**config.mk**
```make
export PLATFORM = sky130hd
export DESIGN_NAME = pd_rx_status
export DESIGN_NICKNAME = d
export VERILOG_FILES = /design/src/design/pd_rx_pkg.sv /design/src/design/crc_receive_timer.sv /design/src/design/pd_rx_status.sv
export VERILOG_INCLUDE_DIRS = /design/src /design/src/design
export SDC_FILE = /design/constraint.sdc
export NUM_CORES = 1
export LEC_CHECK = 0
export ABC_AREA = 0
export BUFFER_PORTS_ARGS = -buffer_cell sky130_fd_sc_hd__buf_4
export CORE_MARGIN = 2
export CORE_UTILIZATION = 35
export CTS_CLUSTER_DIAMETER = 150
export DETAILED_ROUTE_END_ITERATION = 6
export RECOVER_POWER = 25
export SYNTH_ARGS = -nofsm -noshare
export SYNTH_HDL_FRONTEND = slang
export SYNTH_SLANG_ARGS = --single-unit
```
**constraint.sdc**
```tcl
create_clock -name clock -period 3.11 [get_ports clock]
set_input_delay 0 -clock clock [delete_from_list [all_inputs] [get_ports clock]]
set_output_delay 0 -clock clock [all_outputs]
set_load 0.005 [all_outputs]
```
**src/design/pd_rx_regs.svh**
```systemverilog
// Register indices, field positions, reset values and timing counts of the receive status bank
`ifndef PD_RX_REGS_SVH
`define PD_RX_REGS_SVH

// Register indices; byte address on the bus is four times the index
`define IDX_PKT_STAT      16'h1A45
`define IDX_CRC_TIMEOUT   16'h1A46
`define IDX_BAD_COUNT     16'h1A47
`define IDX_DUP_COUNT     16'h1A48
`define IDX_RESET_WINDOW  16'h1A49
`define IDX_MAX_SIZE      16'h1A4D
`define IDX_MODE_CTRL     16'h1A4E

// Packet status field positions
`define PS_ODD_NIBBLES    6
`define PS_SYMBOL_ERROR   5
`define PS_FIFO_FULL      4
`define PS_OVER_SIZE      3
`define PS_UNEXPECTED     2
`define PS_DUPLICATE      1
`define PS_BAD_CRC        0

// Mode control field positions
`define MC_AUTO_RESPONSE  0
`define MC_AUTO_RETRY     1
`define MC_BIST_RX        2

// Reset values and codes
`define RST_PKT_STAT      8'h00
`define PKT_STAT_UNKNOWN  8'hFF
`define RST_CRC_TIMEOUT   8'h64
`define RST_COUNT         8'h00
`define RST_RESET_WINDOW  7'h5E
`define RST_MAX_SIZE      8'h22
`define RST_MODE_CTRL     8'h00
`define COUNT_LIMIT       8'h7F
`define COUNT_MAX         8'hFF

// Timing: one microsecond tick from a 25 ns clock, timeout unit of 10 us
`define CLK_PERIOD_PS     25000
`define TICK_PS           1000000
`define TICK_CYCLES       (`TICK_PS / `CLK_PERIOD_PS)
`define CRC_UNIT_US       10

`endif

```
**src/design/pd_rx_pkg.sv**
```systemverilog
// Types shared by the receive status bank and its timeout timer
package pd_rx_pkg;

	typedef struct packed {
		logic       sop_start;
		logic       pkt_done;
		logic       sop_valid;
		logic       odd_nibbles;
		logic       symbol_error;
		logic       bad_crc;
		logic       invalid_eop;
		logic       fifo_full;
		logic       goodcrc_expected;
		logic       msg_is_goodcrc;
		logic       msg_is_ping;
		logic       duplicate;
		logic [7:0] byte_count;
	} rx_event_t;

	typedef struct packed {
		logic bad_packet;
		logic buffer_overrun;
		logic protocol_error;
		logic packet_dropped;
		logic debug_event;
	} rx_irq_t;

	typedef enum logic [0:0] {
		TIMER_IDLE = 1'b0,
		TIMER_RUN  = 1'b1
	} timer_state_t;

endpackage

```
**src/design/crc_receive_timer.sv**
```systemverilog
// CRC receive timer paced by a free running one microsecond tick
`timescale 1ns/100ps
`include "pd_rx_regs.svh"
module crc_receive_timer #(
	parameter int TICK_CYCLES = `TICK_CYCLES
) (
	input  wire logic       clock,
	input  wire logic       srst,
	input  wire logic       start,
	input  wire logic       cancel,
	input  wire logic [7:0] timeout_value,
	output logic            timeout,
	output logic            running
);
	import pd_rx_pkg::*;

	localparam int DIV_W = $clog2(TICK_CYCLES);
	localparam logic [DIV_W-1:0] DIV_LAST = DIV_W'(TICK_CYCLES - 1);

	logic [DIV_W-1:0] div_q;
	logic             tick_q;
	logic [11:0]      remain_q;
	timer_state_t     state_q;

	// Tick never restarts, so the first tick of a run may come early
	always_ff @(posedge clock) begin
		if (srst) begin
			div_q  <= '0;
			tick_q <= 1'b0;
		end else begin
			tick_q <= (div_q == DIV_LAST);
			div_q  <= (div_q == DIV_LAST) ? '0 : div_q + 1'b1;
		end
	end

	always_ff @(posedge clock) begin
		if (srst) begin
			state_q  <= TIMER_IDLE;
			remain_q <= 12'h000;
			timeout  <= 1'b0;
		end else begin
			timeout <= 1'b0;
			case (state_q)
				TIMER_IDLE: begin
					if (start) begin
						remain_q <= 12'(timeout_value * `CRC_UNIT_US);
						state_q  <= TIMER_RUN;
					end
				end
				TIMER_RUN: begin
					if (cancel) begin
						state_q <= TIMER_IDLE;
					end else if (tick_q) begin
						// A zero value expires on the first tick
						if (remain_q <= 12'h001) begin
							timeout <= 1'b1;
							state_q <= TIMER_IDLE;
						end else begin
							remain_q <= remain_q - 12'h001;
						end
					end
				end
				default: state_q <= TIMER_IDLE;
			endcase
		end
	end

	assign running = (state_q == TIMER_RUN);

endmodule // crc_receive_timer

```
**src/design/pd_rx_status.sv**
```systemverilog
// Receive packet status, debug counters and timing settings behind an Avalon-MM slave
// Function
// - Packet status is reported only in auto-response or auto-retry mode
// - Once any status bit is set, hardware holds it until software clears
// - Status 0x00 means no errors, 0xFF means status not yet known
// - Hardware sets status bits, software clears them; several may be set
// - Odd nibble count: drop packet, set bit 6, bad-packet interrupt
// - Symbol error without bad CRC: set bit 5, bad-packet interrupt
// - Oversize packet leaves odd-nibble, symbol and bad-CRC bits clear
// - FIFO full at start or data: drop, set bit 4, overrun interrupt
// - Packet above maximum size: drop, set bit 3, bad-packet interrupt
// - Non GoodCRC or Ping while GoodCRC expected: bit 2, protocol interrupt
// - Duplicate in auto-response mode: set bit 1, packet-dropped interrupt
// - Bad CRC sets bit 0; symbol error or odd nibbles force it too
// - CRC receive timeout is the programmed value times 10 us
// - Timeout uses free running 1 us tick, may run one tick short
// - Bad packet counter counts valid-start packets with CRC, EOP or symbol errors
// - Either counter above 127 raises the debug event flag
// - Any write to a debug counter with byte lane 0 enabled clears it; a count in the same cycle then adds one
// - Packets during receiver self-test leave bad packet counter alone
// - Duplicate counter counts duplicates only in auto-response mode
// - Seven-bit reset detection window in bit times, resets to 1011110b
// - Maximum packet size includes four CRC bytes, resets to 22h
`timescale 1ns/100ps
`include "pd_rx_regs.svh"
module pd_rx_status #(
	parameter int ADDR_W      = 16,
	parameter int TICK_CYCLES = `TICK_CYCLES
) (
	input  wire logic              clock,
	input  wire logic              srst,
	input  wire logic [ADDR_W-1:0] address,
	input  wire logic              read,
	input  wire logic              write,
	input  wire logic [31:0]       writedata,
	input  wire logic [3:0]        byteenable,
	output logic [31:0]            readdata,
	output logic                   waitrequest,
	input  wire pd_rx_pkg::rx_event_t rx_event,
	input  wire logic              crc_timer_start,
	input  wire logic              crc_timer_cancel,
	output logic                   crc_timeout,
	output pd_rx_pkg::rx_irq_t     irq,
	output logic                   packet_drop,
	output logic [6:0]             link_reset_detect_window,
	output logic [7:0]             max_packet_size
);
	import pd_rx_pkg::*;

	logic [7:0]  packet_error_status_q;
	logic [7:0]  packet_error_status_d;
	logic [7:0]  crc_receive_timeout_value_q;
	logic [7:0]  bad_packet_count_q;
	logic [7:0]  duplicate_packet_count_q;
	logic [7:0]  mode_ctrl_q;
	logic [31:0] readdata_q;
	logic        waitrequest_q;
	rx_irq_t     irq_q;
	logic        packet_drop_q;
	logic [6:0]  window_q;
	logic [7:0]  max_size_q;

	logic        wr_take;
	logic        wr_lane0;
	logic [7:0]  wr_byte;
	logic        auto_response_en;
	logic        status_mode;
	logic        over_size;
	logic        unexpected_msg;
	logic [7:0]  new_bits;
	logic        status_open;
	logic        bad_inc;
	logic        dup_inc;
	logic [7:0]  bad_count_d;
	logic [7:0]  dup_count_d;
	logic        wr_pkt_stat;
	logic        wr_crc_timeout;
	logic        wr_bad_count;
	logic        wr_dup_count;
	logic        wr_window;
	logic        wr_max_size;
	logic        wr_mode_ctrl;

	// Word index match for a byte address
	function automatic logic hit(input logic [ADDR_W-1:0] addr, input logic [15:0] idx);
		logic [ADDR_W-1:0] word;
		word = addr >> 2;
		hit  = (word == ADDR_W'(idx));
	endfunction

	// Counter step: increment saturates, a same-cycle count is added after the clear
	function automatic logic [7:0] next_count(
		input logic [7:0] cnt,
		input logic       inc,
		input logic       clr
	);
		logic [7:0] base;
		base = clr ? 8'h00 : cnt;
		if (inc && base != `COUNT_MAX) begin
			next_count = base + 8'h01;
		end else begin
			next_count = base;
		end
	endfunction

	// Bus side

	// A write lands only at the edge where waitrequest is seen low
	assign wr_take  = write && !waitrequest_q;
	assign wr_lane0 = wr_take && byteenable[0];
	assign wr_byte  = writedata[7:0];

	// Write decode: one strobe per register, only at the accepting edge
	always_comb begin
		wr_pkt_stat    = 1'b0;
		wr_crc_timeout = 1'b0;
		wr_bad_count   = 1'b0;
		wr_dup_count   = 1'b0;
		wr_window      = 1'b0;
		wr_max_size    = 1'b0;
		wr_mode_ctrl   = 1'b0;
		if (wr_lane0) begin
			if (hit(address, `IDX_PKT_STAT)) begin
				wr_pkt_stat = 1'b1;
			end else if (hit(address, `IDX_CRC_TIMEOUT)) begin
				wr_crc_timeout = 1'b1;
			end else if (hit(address, `IDX_BAD_COUNT)) begin
				wr_bad_count = 1'b1;
			end else if (hit(address, `IDX_DUP_COUNT)) begin
				wr_dup_count = 1'b1;
			end else if (hit(address, `IDX_RESET_WINDOW)) begin
				wr_window = 1'b1;
			end else if (hit(address, `IDX_MAX_SIZE)) begin
				wr_max_size = 1'b1;
			end else if (hit(address, `IDX_MODE_CTRL)) begin
				wr_mode_ctrl = 1'b1;
			end
		end
	end

	// One wait state per access; the answer stands for exactly one cycle
	always_ff @(posedge clock) begin
		if (srst) begin
			waitrequest_q <= 1'b1;
		end else if ((read || write) && waitrequest_q) begin
			waitrequest_q <= 1'b0;
		end else begin
			waitrequest_q <= 1'b1;
		end
	end

	// Read data is captured with the request and held until the next read
	always_ff @(posedge clock) begin
		if (srst) begin
			readdata_q <= 32'h0000_0000;
		end else if (read && waitrequest_q) begin
			if (hit(address, `IDX_PKT_STAT)) begin
				readdata_q <= {24'h00_0000, packet_error_status_q};
			end else if (hit(address, `IDX_CRC_TIMEOUT)) begin
				readdata_q <= {24'h00_0000, crc_receive_timeout_value_q};
			end else if (hit(address, `IDX_BAD_COUNT)) begin
				readdata_q <= {24'h00_0000, bad_packet_count_q};
			end else if (hit(address, `IDX_DUP_COUNT)) begin
				readdata_q <= {24'h00_0000, duplicate_packet_count_q};
			end else if (hit(address, `IDX_RESET_WINDOW)) begin
				readdata_q <= {25'h000_0000, window_q};
			end else if (hit(address, `IDX_MAX_SIZE)) begin
				readdata_q <= {24'h00_0000, max_size_q};
			end else if (hit(address, `IDX_MODE_CTRL)) begin
				readdata_q <= {24'h00_0000, mode_ctrl_q};
			end else begin
				readdata_q <= 32'h0000_0000;
			end
		end
	end

	// Plain read/write settings

	always_ff @(posedge clock) begin
		if (srst) begin
			crc_receive_timeout_value_q <= `RST_CRC_TIMEOUT;
		end else if (wr_crc_timeout) begin
			// Zero is accepted as written; the timer then expires on its first tick
			crc_receive_timeout_value_q <= wr_byte;
		end
	end

	always_ff @(posedge clock) begin
		if (srst) begin
			window_q <= `RST_RESET_WINDOW;
		end else if (wr_window) begin
			window_q <= wr_byte[6:0];
		end
	end

	always_ff @(posedge clock) begin
		if (srst) begin
			max_size_q <= `RST_MAX_SIZE;
		end else if (wr_max_size) begin
			max_size_q <= wr_byte;
		end
	end

	always_ff @(posedge clock) begin
		if (srst) begin
			mode_ctrl_q <= `RST_MODE_CTRL;
		end else if (wr_mode_ctrl) begin
			mode_ctrl_q <= {5'b00000, wr_byte[2:0]};
		end
	end

	// Packet classification

	assign auto_response_en = mode_ctrl_q[`MC_AUTO_RESPONSE];
	assign status_mode      = mode_ctrl_q[`MC_AUTO_RESPONSE] || mode_ctrl_q[`MC_AUTO_RETRY];

	// Byte count includes the CRC bytes, as does the limit
	assign over_size      = rx_event.byte_count > max_size_q;
	assign unexpected_msg = rx_event.goodcrc_expected
		&& !rx_event.msg_is_goodcrc && !rx_event.msg_is_ping;

	always_comb begin
		new_bits = 8'h00;
		new_bits[`PS_OVER_SIZE] = over_size;
		if (!over_size) begin
			new_bits[`PS_ODD_NIBBLES]  = rx_event.odd_nibbles;
			new_bits[`PS_SYMBOL_ERROR] = rx_event.symbol_error && !rx_event.bad_crc;
			new_bits[`PS_BAD_CRC]      = rx_event.bad_crc || rx_event.symbol_error
				|| rx_event.odd_nibbles;
		end
		new_bits[`PS_ODD_NIBBLES] = new_bits[`PS_ODD_NIBBLES] && !over_size;
		new_bits[`PS_FIFO_FULL]   = rx_event.fifo_full;
		new_bits[`PS_UNEXPECTED]  = unexpected_msg;
		new_bits[`PS_DUPLICATE]   = rx_event.duplicate && auto_response_en;
	end

	// Packet status register

	// Hardware may write only while the field is clear or still unknown
	assign status_open = (packet_error_status_q == `RST_PKT_STAT)
		|| (packet_error_status_q == `PKT_STAT_UNKNOWN);

	// A hardware load beats a software clear in the same cycle
	always_comb begin
		packet_error_status_d = packet_error_status_q;
		if (wr_pkt_stat) begin
			packet_error_status_d = packet_error_status_q & ~wr_byte;
		end
		if (status_mode && status_open) begin
			if (rx_event.pkt_done) begin
				packet_error_status_d = new_bits;
			end else if (rx_event.sop_start
				&& packet_error_status_q == `RST_PKT_STAT) begin
				packet_error_status_d = `PKT_STAT_UNKNOWN;
			end
		end
	end

	always_ff @(posedge clock) begin
		if (srst) begin
			packet_error_status_q <= `RST_PKT_STAT;
		end else begin
			packet_error_status_q <= packet_error_status_d;
		end
	end

	// Debug counters

	assign bad_inc = rx_event.pkt_done && rx_event.sop_valid
		&& (rx_event.bad_crc || rx_event.invalid_eop || rx_event.symbol_error)
		&& !mode_ctrl_q[`MC_BIST_RX];
	assign dup_inc = rx_event.pkt_done && rx_event.duplicate && auto_response_en;

	assign bad_count_d = next_count(bad_packet_count_q, bad_inc,
		wr_bad_count);
	assign dup_count_d = next_count(duplicate_packet_count_q, dup_inc,
		wr_dup_count);

	always_ff @(posedge clock) begin
		if (srst) begin
			bad_packet_count_q <= `RST_COUNT;
		end else begin
			bad_packet_count_q <= bad_count_d;
		end
	end

	always_ff @(posedge clock) begin
		if (srst) begin
			duplicate_packet_count_q <= `RST_COUNT;
		end else begin
			duplicate_packet_count_q <= dup_count_d;
		end
	end

	// Interrupt events, one-cycle pulses to the interrupt status block

	always_ff @(posedge clock) begin
		if (srst) begin
			irq_q         <= '0;
			packet_drop_q <= 1'b0;
		end else begin
			irq_q.bad_packet <= status_mode && rx_event.pkt_done
				&& (new_bits[`PS_ODD_NIBBLES] || new_bits[`PS_SYMBOL_ERROR]
				|| new_bits[`PS_OVER_SIZE] || new_bits[`PS_BAD_CRC]);
			irq_q.buffer_overrun <= status_mode && rx_event.pkt_done
				&& new_bits[`PS_FIFO_FULL];
			irq_q.protocol_error <= status_mode && rx_event.pkt_done
				&& new_bits[`PS_UNEXPECTED];
			irq_q.packet_dropped <= status_mode && rx_event.pkt_done
				&& new_bits[`PS_DUPLICATE];
			// Fires once as a counter crosses from 127 to 128
			irq_q.debug_event <=
				(bad_count_d > `COUNT_LIMIT && bad_packet_count_q <= `COUNT_LIMIT)
				|| (dup_count_d > `COUNT_LIMIT && duplicate_packet_count_q <= `COUNT_LIMIT);
			packet_drop_q <= status_mode && rx_event.pkt_done
				&& (new_bits[`PS_ODD_NIBBLES] || new_bits[`PS_FIFO_FULL]
				|| new_bits[`PS_OVER_SIZE]);
		end
	end

	// CRC receive timer

	crc_receive_timer #(
		.TICK_CYCLES (TICK_CYCLES)
	) u_crc_timer (
		.clock         (clock),
		.srst          (srst),
		.start         (crc_timer_start),
		.cancel        (crc_timer_cancel),
		.timeout_value (crc_receive_timeout_value_q),
		.timeout       (crc_timeout),
		.running       ()
	);

	assign readdata                 = readdata_q;
	assign waitrequest              = waitrequest_q;
	assign irq                      = irq_q;
	assign packet_drop              = packet_drop_q;
	assign link_reset_detect_window = window_q;
	assign max_packet_size          = max_size_q;

endmodule // pd_rx_status

```
==> results by group <==
STA
  – FMAX: 373 MHz
  – Final WS setup: between 0.4 and 0.5 ns
  – Slew Viols, Final: 0
  – Tcrit/Tclk final: 86.1%
  – Final setup violation count: 0
  – Clock Skew: between 0.008 and 0.009 ns
  – Worst slew margin: about 36%
  – TNS Setup: 0 ns
  – RSZ-0062 raised after global routing: false
  – Final Critical Period: between 2 and 3 ns
  – Slew @ Worst Pin: around 0.95 ns
  – Final hold violations: 0

Yosys
  – Mux cell area share after synthesis: 7.50%
  – Synth top area cells: dfxtp_1 (34%), mux2i_1 (6.8%), ha_1 (6.1%)
  – Synthesized area per cell: about 8.4 um2
  – Yosys Warn Count: 0
  – Synth Area in Compound Gates: a little under a fifth
  – Primary FF master, synth: dfxtp_1
  – Synth async-reset ratio: 0%
  – Fraction of synthesized cell area in xor and xnor cells: under 10%
  – Post-synthesis sequential area ratio: approximately a third
  – Share of the synthesized area in the top cell type: 33.6%
  – Area share of and/or/nand/nor cells after synthesis: about a quarter
  – Mapped Cells: just over 600
  – EDFF count, synth: 0
  – Post-synthesis cell area: 5120 um2
  – Biggest area consumer among synthesized cells: dfxtp_1
  – Adder-Cell Fraction of Synth Area: ~6.5%
  – Main combinational cell family by area after synthesis: simple AND/OR/NAND/NOR gates
  – Yosys reg bits: 86
  – Unique masters post-synth: between 70 and 80

Floorplanning
  – Die area: 15,600 um2
  – I/O pin count: between 100 and 150
  – DIE HEIGHT: approximately 120 um
  – FP Rows: 44
  – Die span in x: ~120 um
  – Core Area: approximately 14,000 um2
  – Initial core utilization: roughly 36%

Pwr
  – Sw Pwr: approximately 0.64 mW
  – Leak pwr: 2.56 nW
  – Worst vdd ir: around 0.24 mV
  – P_int: about 1.9 mW
  – Clock network power share: between 40% and 50%
  – Switching share of total power: 25.3%
  – Pwr Density: between 400 and 500 nW/um2
  – Gate power share: between 10% and 20%
  – Register share of total power: between 40% and 50%

CTS
  – CTS sink count: 86
  – Skew-Pair Late Insertion Delay: between 0.3 and 0.4 ns
  – Inserted Clock Buffers: 9
  – Clock tree buffer depth: 2
  – CTS tree: done
  – H-tree Lvls: 3
  – Worst-path clk slew: roughly 0.07 ns
  – CTS root buf: clkbuf_16
  – Postcts setup bufs: 0

Drt
  – DRT antenna net count: 0
  – Wire length per cell: approximately 16 um
  – Routed vias/inst: roughly 5.4
  – Initial DRT Pass Iterations: 5
  – First DRT Iteration DRCs: 363
  – Final WL: between 10 and 15 mm
  – Vias: about 4,900
  – DRC Markers: 0

Status
  – Status: finished clean

Global route
  – GRT overflow: 0
  – GR Util All Layers: 18.7%
  – Largest net degree at the start of global routing: 31
  – Vias in the first global route: approximately 4,800
  – Initial antenna violation count: 0
  – First-pass GRT wire length: approximately 24 mm

Placement
  – GPL Wtd Cong: just under 0.9
  – Post-DP HPWL: between 10 and 15 mm
  – Pre-CTS setup slack: approximately 0.43 ns
  – Input/output buffers: 79

Critical path
  – R2r setup slk: between 0.4 and 0.5 ns
  – Slowest CP cell: a2111oi_0
  – CP max FO: 7
  – CP most frequent cell: and2_1
  – Slowest stage delay, CP: between 0.4 and 0.5 ns
  – Crit start category: flip-flop
  – Worst path cell trace: nand3b_1 -> nor4_4 -> and2_1 -> nor2b_1 -> ha_1 -> nand4_1 -> and2_1 -> a2111oi_0 -> a31o_2
  – Largest delay share family, worst path: simple AND/OR/NAND/NOR gates
  – Critical path capture point type: flip-flop
  – CP Buf/Inv Count: 0
  – WS Path Type: reg2reg
  – Worst EP required: around 3.4 ns
  – Crit path DAT: 2.97 ns

Layout
  – Layout cells sized above 1: around 17%
  – # nets final: just over 800
  – Fillers: between 1,000 and 1,500
  – Area Overhead vs Synth: 22.8%
  – ANT cells: 0

Run
  – MaxCap Viol Count: 0

Worst hold path
  – Worst Hold Class: in2reg
-- worst min-delay path, cell delays in order --
cell and delay, ns:
buf_4 0.14, nand2_1 0.11, a21oi_1 0.05
-- cells by family after synthesis --
family	Yosys count
and+or+nand+nor	235
AOI/OAI and AO/OA	147
adders and majority gates	26
other	1
DFF	86
muxes	38
buffers and inverters	70
xor gates and xnor gates	10
-- sequential cells by signal (all words and copies together), names as in the netlist, 6 cells and up --
| signal | flops |
|---|---|
| duplicate_packet_count_q | 8 |
| crc_receive_timeout_value_q | 8 |
| readdata | 8 |
| packet_error_status_q | 8 |
| max_packet_size | 8 |
| bad_packet_count_q | 8 |
| u_crc_timer.div_q | 6 |
| u_crc_timer.remain_q | 12 |
| link_reset_detect_window | 7 |
-- final cells by class --
| class | instances | area, um2 | share of cell area (%) |
|---|---|---|---|
| clock buffer | 10 | 239 | 3.80 |
| clock inverter | 6 | 61.3 | 0.975 |
| inverter | 20 | 75.1 | 1.19 |
| multi-input combinational | 480 | 3110 | 49.4 |
| sequential | 86 | 1720 | 27.4 |
| tap | 184 | 230 | 3.66 |
| timing repair buffer | 108 | 855 | 13.6 |
-- layout by cell type, fill, tap and decap left out, types with 6 or more instances in the layout --
cell type,n
buf_4,57
clkbuf_16,9
conb_1,24
nand2b_1,8
nor2_1,57
and2_1,6
nand2_1,57
nor3_1,22
nor4_1,9
mux2i_1,35
inv_1,19
a211oi_1,8
nand3_1,22
o21ai_0,29
clkbuf_4,26
ha_1,25
xor2_1,7
a21oi_1,47
dlygate4sd3_1,22
and3_1,7
nor2b_1,6
dfxtp_1,86
-- power groups by stage --
stage | clock network (mW) | logic, mW | registers (mW)
after detailed placement | 0 | 0.273 | 1.18
after floorplan | 0 | 0.190 | 1.16
after global placement | 0 | 0.267 | 1.17
after global routing | 1.15 | 0.325 | 1.16
after CTS | 1.11 | 0.294 | 1.15
final | 1.09 | 0.294 | 1.15
-- final timing paths --
path	from	to	cells after the start
max reg2reg	waitrequest	bad_packet_count_q[2]	9
min	rx_event[18]	irq[4]	3
min reg2reg	u_crc_timer.div_q[0]	u_crc_timer.div_q[0]	1
max	waitrequest	bad_packet_count_q[2]	9
-- cells in the mapped netlist (all sizes together), types with 6 or more instances --
master / instances
dfxtp: 86
nand2: 57
nor2: 57
a21oi: 47
mux2i: 35
buf: 29
o21ai: 29
ha: 25
nor3: 24
nand3: 22
clkbuf: 19
inv: 19
nor4: 11
a211oi: 8
and2: 8
nand2b: 8
and3: 7
xor2: 7
nor2b: 6
-- per-stage QoR --
step                      area, um2  hold slack, ns  cells  total power [mW]  util, %
final                          6290         0.00582    894              2.54     43.6
after global placement         5780           0.221    856              1.44     40.1
after detailed placement       5780           0.229    856              1.45     40.1
after floorplan                5210           0.116    636              1.35        -
after CTS                      6300        0.000800    894              2.55     43.7
after global routing           6290          0.0335    894              2.63     43.6
-- metal layers --
| layer | global-route usage, % | share of wire (%) | up-vias |
|---|---|---|---|
| met5 | 0 | 0 | - |
| li1 | - | - | 2371 |
| met3 | 2.82 | 6.2 | 26 |
| met2 | 29.8 | 45 | 185 |
| met1 | 25.5 | 46 | 2283 |
| met4 | 7.84 | 2.5 | 0 |
-- what timing repair did --
item | CTS | global route
gates resized for setup | 0 | 0
hold endpoints to repair | 35 | 0
hold buffers | 22 | 0
Note: power is estimated with default switching activity, not from simulation.
